<file path="src/design/rtc_host_port_pkg.sv">
// Constants for the multiplexed host port and power-on pin logic
package rtc_host_port_pkg;
   localparam int DATA_W = 8;
   localparam int SYNC_STAGES = 2;
   // Control pins beside the bus: latch, select, strobes, power inputs
   localparam int CTRL_PIN_W = 7;
   // Idle levels: latch low, select and strobes high, supply seen absent
   localparam logic [CTRL_PIN_W-1:0] CTRL_PINS_IDLE = 7'h3c;
   // Byte-wide register and RAM space reached through the bus
   localparam int ADDR_W = 8;
   localparam int MEM_DEPTH = 256;
   // Extended control register holding power and crystal bits
   localparam logic [7:0] EXT_CTRL_ADDR = 8'h4b;
   localparam int PWR_HOLD_BIT = 0;
   localparam int PWR_RELEASE_BIT = 1;
   localparam int XTAL_SEL_BIT = 2;
   localparam logic [7:0] EXT_CTRL_RESET = 8'h00;
   localparam logic [7:0] BYTE_ZERO = 8'h00;
   // Crystal select encodings
   localparam logic XTAL_6PF = 1'b0;
   localparam logic XTAL_12PF5 = 1'b1;
endpackage

</file>
<file path="src/design/pin_sync.sv">
// Two-stage synchroniser for a group of asynchronous pins
`timescale 1ns/1ns
module pin_sync #(
   parameter int WIDTH = 1,
   parameter logic [WIDTH-1:0] INIT = '0
) (
   input wire logic ref_clk,
   input wire logic srst,
   input wire logic clk_en,
   input wire logic [WIDTH-1:0] async_in,
   output logic [WIDTH-1:0] sync_out
);
   logic [WIDTH-1:0] meta_reg;
   logic [WIDTH-1:0] meta_next;
   logic [WIDTH-1:0] sync_reg;
   logic [WIDTH-1:0] sync_next;

   // First stage feeds only the second
   always_comb begin
      meta_next = clk_en ? async_in : meta_reg;
      sync_next = clk_en ? meta_reg : sync_reg;
   end

   // Register both stages
   always_ff @(posedge ref_clk) begin
      if (srst) begin
         meta_reg <= INIT;
         sync_reg <= INIT;
      end else begin
         meta_reg <= meta_next;
         sync_reg <= sync_next;
      end
   end

   assign sync_out = sync_reg;
endmodule // pin_sync

</file>
<file path="src/design/rtc_host_port.sv">
// Multiplexed host bus port, register/RAM store and power-on pin
`timescale 1ns/1ns
// Overview of operation
// - Same eight lines carry address first, then data, each bus cycle.
// - Device drives eight data bits while the read strobe is low.
// - Device releases the bus when the read strobe returns high.
// - The same bus reaches the extended RAM as well as clock registers.
// - Power-on output is active low, open drain, only ever pulls low.
// - Without main supply, kickstart or wake-up asserts power-on output.
// - Once powered, host control bits set the power-on output state.
// - Crystal select bit in register 4B picks 6pF or 12.5pF load.
// - Data moves only with chip select low; a lone latch strobe latches.
// - Address is captured on the falling edge of the latch strobe.
// - Read strobe enables the output buffers; data only while low.
module rtc_host_port #(
   parameter int DEPTH = rtc_host_port_pkg::MEM_DEPTH
) (
   input wire logic ref_clk,
   input wire logic srst,
   input wire logic clk_en,
   input wire logic [rtc_host_port_pkg::DATA_W-1:0] bus_in,
   output logic [rtc_host_port_pkg::DATA_W-1:0] bus_out,
   output logic bus_oe,
   input wire logic addr_latch,
   input wire logic chip_sel_n,
   input wire logic read_n,
   input wire logic write_n,
   input wire logic kickstart_in_n,
   input wire logic wakeup_irq,
   input wire logic main_supply_ok,
   output logic power_on_out_n,
   output logic power_on_oe,
   output logic xtal_load_sel
);
   import rtc_host_port_pkg::*;

   // Refuse a store larger than the byte address reaches
   if (DEPTH < 1 || DEPTH > MEM_DEPTH) begin : g_bad_depth
      $error("DEPTH must lie between 1 and 256");
   end
   // The address is taken straight off the data lines
   if (ADDR_W != DATA_W) begin : g_bad_width
      $error("address and data widths must match");
   end
   // Control bits must sit inside the control byte
   if (XTAL_SEL_BIT >= DATA_W || PWR_HOLD_BIT >= DATA_W ||
       PWR_RELEASE_BIT >= DATA_W) begin : g_bad_bit
      $error("control bit lies outside the control byte");
   end

   // Bus cycle phases
   typedef enum logic [1:0] {IDLE, READING, WRITING} cycle_t;

   // Synchronised pins
   logic [DATA_W-1:0] bus_s;
   logic ale_s;
   logic cs_n_s;
   logic rd_n_s;
   logic wr_n_s;
   logic ks_n_s;
   logic wake_s;
   logic vcc_s;
   // Byte store behind the bus
   logic [DATA_W-1:0] mem [DEPTH];
   // Bus cycle state
   logic ale_prev_reg;
   logic ale_prev_next;
   logic [ADDR_W-1:0] addr_reg;
   logic [ADDR_W-1:0] addr_next;
   logic [DATA_W-1:0] wdata_reg;
   logic [DATA_W-1:0] wdata_next;
   logic [DATA_W-1:0] ext_ctrl_reg;
   logic [DATA_W-1:0] ext_ctrl_next;
   logic [DATA_W-1:0] bus_out_reg;
   logic [DATA_W-1:0] bus_out_next;
   logic bus_oe_reg;
   logic bus_oe_next;
   cycle_t state_reg;
   cycle_t state_next;
   logic mem_we;
   // Power-on state
   logic pwr_on_reg;
   logic pwr_on_next;
   // Strobe decode
   logic ale_fall;
   logic read_req;
   logic write_req;
   logic read_done;
   logic write_done;

   // Address hits the extended control byte
   function automatic logic is_ctrl_addr(input logic [ADDR_W-1:0] a);
      return a == EXT_CTRL_ADDR;
   endfunction

   // Address falls inside the byte store
   function automatic logic in_store(input logic [ADDR_W-1:0] a);
      return int'(a) < DEPTH;
   endfunction

   // Byte read from the store or the extended control register
   function automatic logic [DATA_W-1:0] read_byte(
      input logic [ADDR_W-1:0] a,
      input logic [DATA_W-1:0] ctrl
   );
      logic [DATA_W-1:0] v;
      v = BYTE_ZERO;
      if (is_ctrl_addr(a))
         v = ctrl;
      else if (in_store(a))
         v = mem[a];
      return v;
   endfunction

   // Pins arrive asynchronously
   pin_sync #(
      .WIDTH(DATA_W + CTRL_PIN_W),
      .INIT({DATA_W'(0), CTRL_PINS_IDLE})
   ) u_sync (
      .ref_clk(ref_clk),
      .srst(srst),
      .clk_en(clk_en),
      .async_in({bus_in, addr_latch, chip_sel_n, read_n, write_n,
                 kickstart_in_n, wakeup_irq, main_supply_ok}),
      .sync_out({bus_s, ale_s, cs_n_s, rd_n_s, wr_n_s,
                 ks_n_s, wake_s, vcc_s})
   );

   // Strobe decode on the synchronised pins
   assign ale_fall = ale_prev_reg && !ale_s;
   assign read_req = !cs_n_s && !rd_n_s && !ale_s;
   assign write_req = !cs_n_s && !wr_n_s && !ale_s;
   assign read_done = rd_n_s || cs_n_s;
   assign write_done = wr_n_s || cs_n_s;

   // Bus cycle sequencing and address latch
   always_comb begin
      ale_prev_next = ale_s;
      addr_next = addr_reg;
      wdata_next = wdata_reg;
      state_next = state_reg;
      bus_out_next = bus_out_reg;
      bus_oe_next = 1'b0;
      mem_we = 1'b0;
      ext_ctrl_next = ext_ctrl_reg;
      if (ale_fall)
         addr_next = bus_s;
      case (state_reg)
         IDLE: begin
            if (read_req)
               state_next = READING;
            else if (write_req)
               state_next = WRITING;
         end
         READING: begin
            bus_out_next = read_byte(addr_reg, ext_ctrl_reg);
            bus_oe_next = 1'b1;
            if (read_done) begin
               state_next = IDLE;
               bus_oe_next = 1'b0;
            end
         end
         WRITING: begin
            // Keep the latest value seen while the strobe is low
            wdata_next = bus_s;
            if (write_done) begin
               state_next = IDLE;
               if (is_ctrl_addr(addr_reg))
                  ext_ctrl_next = wdata_reg;
               else
                  mem_we = 1'b1;
            end
         end
         default: state_next = IDLE;
      endcase
   end

   // Power-on pin control
   always_comb begin
      pwr_on_next = pwr_on_reg;
      if (!vcc_s) begin
         if (!ks_n_s || wake_s)
            pwr_on_next = 1'b1;
      end else if (ext_ctrl_reg[PWR_RELEASE_BIT]) begin
         pwr_on_next = 1'b0;
      end else if (ext_ctrl_reg[PWR_HOLD_BIT]) begin
         pwr_on_next = 1'b1;
      end
   end

   // State registers
   always_ff @(posedge ref_clk) begin
      if (srst) begin
         ale_prev_reg <= 1'b0;
         addr_reg <= '0;
         wdata_reg <= '0;
         state_reg <= IDLE;
         bus_out_reg <= '0;
         bus_oe_reg <= 1'b0;
         ext_ctrl_reg <= EXT_CTRL_RESET;
         pwr_on_reg <= 1'b0;
      end else if (clk_en) begin
         ale_prev_reg <= ale_prev_next;
         addr_reg <= addr_next;
         wdata_reg <= wdata_next;
         state_reg <= state_next;
         bus_out_reg <= bus_out_next;
         bus_oe_reg <= bus_oe_next;
         ext_ctrl_reg <= ext_ctrl_next;
         pwr_on_reg <= pwr_on_next;
      end
   end

   // Register and RAM store
   always_ff @(posedge ref_clk) begin
      if (clk_en && !srst && mem_we && in_store(addr_reg))
         mem[addr_reg] <= wdata_reg;
   end

   // Outputs straight from registers; power_on_out_n tied low
   assign bus_out = bus_out_reg;
   assign bus_oe = bus_oe_reg;
   assign power_on_out_n = 1'b0;
   assign power_on_oe = pwr_on_reg;
   assign xtal_load_sel = ext_ctrl_reg[XTAL_SEL_BIT];
endmodule // rtc_host_port

</file>
<file path="config.mk">
export PLATFORM = sky130hd
export DESIGN_NAME = rtc_host_port
export DESIGN_NICKNAME = d
export VERILOG_FILES = /design/src/design/rtc_host_port_pkg.sv /design/src/design/pin_sync.sv /design/src/design/rtc_host_port.sv
export SDC_FILE = /design/constraint.sdc
export NUM_CORES = 2
export LEC_CHECK = 0
export BUFFER_PORTS_ARGS = -buffer_cell sky130_fd_sc_hd__buf_2
export CAP_MARGIN = 0
export CORE_MARGIN = 4
export CORE_UTILIZATION = 42
export DETAILED_ROUTE_END_ITERATION = 10
export GPL_TIMING_DRIVEN = 0
export PLACE_DENSITY_LB_ADDON = 0.25
export SLEW_MARGIN = 30
export SYNTH_ARGS = -nofsm -noshare
export SYNTH_HDL_FRONTEND = slang
export SYNTH_SLANG_ARGS = --single-unit
</file>
<file path="constraint.sdc">
create_clock -name ref_clk -period 12.24 [get_ports ref_clk]
set_input_delay 0.612 -clock ref_clk [delete_from_list [all_inputs] [get_ports ref_clk]]
set_output_delay 0.612 -clock ref_clk [all_outputs]
set_load 0.02 [all_outputs]
</file>
==> summary.md <==
| Metric | Value |
|---|---|
| Clk Latency, worst-skew pair | 0.87 ns |
| RSZ-0062 raised after global routing | false |
| CTS Buf Count | 204 |
| Overall Power | 14.2 mW |
| Primary FF master, synth | edfxtp_1 |
| Required @ worst endpoint | 12.89 ns |
| Met1 Resource Use GR | 0.390 |
| Hpwl dp | 195000 um |
| Worst-margin pin slew | 1.15 ns |
| Via count of the first global-routing pass | 42600 |
| First-pass GRT wire length | 389000 um |
| H-tree depth | 4 |
| Leading cell type in the layout, fill and taps excluded | edfxtp_1 |
| CTS sink cnt | 2123 |
| GRT met2 Usage | 0.414 |
| Reg2reg setup slack | 6.52 ns |
| CTS-repair resized insts | 0 |
| Hold Startpoint | clk_en |
| Total negative slack | 0 ns |
| Post-route clock skew | 0.0430 ns |
| Placed cell areas | 87400 sq um |
| Root Buffer Master | clkbuf_16 |
| Worst hold stages | 4 |
| Initial Util | 0.423 |
| Share of cells above drive strength 1 | 0.255 |
| Post-synthesis cell area | 82500 sq um |
| Routed via count | 45600 |
| Max reg flops | 2048 |
| Die area | 204000 sq um |
| Max Cap Viol | 0 |
| DR vias/cell | 6.41 |
| Final instance area | 94100 sq um |
| Final WL | 293000 um |
| WHS Endpoint | u_sync.meta_reg[5] |
| Yosys reg bits | 2123 |
| Synth warn | 0 |
| GRT Util Overall | 0.285 |
| Max Freq | 175 MHz |
| Crit path max fanout | 10 |
| Slew Viols, Final | 0 |
| FF-to-FF End | bus_out[2] |
| Status | completed |
| EDFF count, synth | 2048 |
| Leak | 23.4 nW |
| Residual DRC | 0 |
| PwrDens | 151 nW/um^2 |
| Avg WL per Cell | 41.2 um |
| Final min period | 5.72 ns |
| FFs w/ async S/R, synth | 0 |
| Syn Inst Count | 4000 |
| Die Span X | 451 um |
| Avg Cell Area, Syn | 20.6 sq um |
| Ports | 30 |
| First-pass DRT Iterations | 8 |
| Iteration-0 DRC Markers | 7958 |
| Clock Tree Buf Depth | 3 |
| Most frequent cells in the layout | edfxtp_1, mux4_2, nor2_1 |
| Core area | 195000 sq um |
| Initial antenna violation count | 18 |
| Pin count of the biggest net entering global routing | 70 |
| Tcrit/Tclk final | 0.467 |
| CP arrival | 6.37 ns |
| Worst-case reg-to-reg path depth | 11 |
| Die Y | 451 um |
| Max_slew headroom | 0.232 |
| M3 GR Usage | 0.0959 |
| VDD IR max | 0.166 mV |
| TritonCTS clock tree | done |
| Num rows | 162 |
| Critical path class | register to register |
| Setup crit end kind | register |
| Worst hold path class | primary input to register |
| Worst-path clk slew | 0.07 ns |
| Setup Viol. Count Final | 0 |
| GRT Residual Overflow | 0 |
| Distinct cells, synth | 66 |
| Startpoint Class | register |
| Final Hold Viols | 0 |
| Sequential share of the synthesized area | 0.764 |
| Gpl congestion | 0.983 |
| P&R area growth vs syn | 14.1% |
| Antenna Nets Post-Route | 0 |
| Port Buffers | 27 |
| Busiest grt layer | met2 |
| Layout Nets | 4325 |
[where the power goes]
group          leakage (nW)  switching, mW  internal, mW
clock network          3.19           2.77          3.50
registers              15.0        0.00589          7.85
logic                  5.27         0.0383        0.0199
total                  23.4           2.82          11.4
[layout make-up]
class                      count  area (sq um)
antenna                       15          37.5
timing repair buffer          93          1480
clock buffer                 265          5540
tap                         2624          3280
buffer                       243          1400
inverter                       6          22.5
clock inverter               107           991
fill                       15900        101000
sequential                  2123         63000
multi-input combinational   1636         18300
[per-layer routing]
metal / routed length [um] / vias up
met5: 21 / -
met4: 16500 / 2
met3: 38300 / 661
met2: 129000 / 3339
met1: 110000 / 24400
li1: - / 17100
[repair_timing]
item | 4_1_cts | 5_1_grt
hold buffers | 15 | 0
setup buffers | 0 | 0
hold endpoints to repair | 15 | 0
[cell families after synthesis]
group	count (synthesis)	synth area share
and+or+nand+nor	616	0.0321
AOI/OAI and AO/OA	314	0.0255
muxes	697	0.162
buffers and inverters	249	0.0166
DFF	2123	0.764
other	1	0.0000454
[synth_stat cells, types with 12 or more instances]
library cell | n | area share
a22oi_1 | 15 | 0.0014
clkbuf_1 | 93 | 0.0042
nor2b_1 | 37 | 0.0028
nand2_1 | 131 | 0.0060
edfxtp_1 | 2048 | 0.75
o211ai_1 | 14 | 0.0013
nand3_1 | 28 | 0.0017
o22ai_1 | 41 | 0.0031
buf_6 | 23 | 0.0031
buf_4 | 38 | 0.0035
dfxtp_1 | 75 | 0.018
mux2i_1 | 171 | 0.021
nor3_1 | 20 | 0.0012
a211o_1 | 14 | 0.0015
nor2_1 | 338 | 0.015
a211oi_1 | 33 | 0.0030
buf_1 | 12 | 0.00055
o221ai_1 | 26 | 0.0028
a21oi_1 | 65 | 0.0039
buf_2 | 75 | 0.0045
mux4_2 | 511 | 0.14
mux2_2 | 15 | 0.0020
o21ai_0 | 49 | 0.0030
[critical path, stage by stage, from the launching register on]
cell,delay [ns]
dfxtp_1,0.57
buf_4,0.32
buf_2,0.35
buf_4,0.42
buf_2,0.70
buf_2,0.73
clkbuf_1,0.71
a21oi_1,0.23
a2111oi_0,0.59
nor2_1,0.32
nand4_1,0.18
nand4_1,0.28
[per-stage QoR]
stage	setup WS [ns]	utilization	hold WS, ns	cells
after CTS	6.69	0.482	0.340	7097
final	6.52	0.482	0.380	7112
after global routing	6.59	0.482	0.395	7100
after global placement	3.76	0.440	0.446	6659
after detailed placement	6.70	0.448	0.456	6710
after floorplan	7.97	-	0.431	4008
[worst max-delay path by stage]
stage	slack [ns]	end	start
final	6.52	bus_out[2]	register
after global routing	6.59	bus_out[2]	register
after CTS	6.69	bus_out[2]	register
after detailed placement	6.70	bus_out[2]	register
after global placement	3.76	mem[2][5]	wdata_reg[5]
after floorplan	7.97	mem[0][0]	wdata_reg[0]
Note: power is estimated with default switching activity, not from simulation.
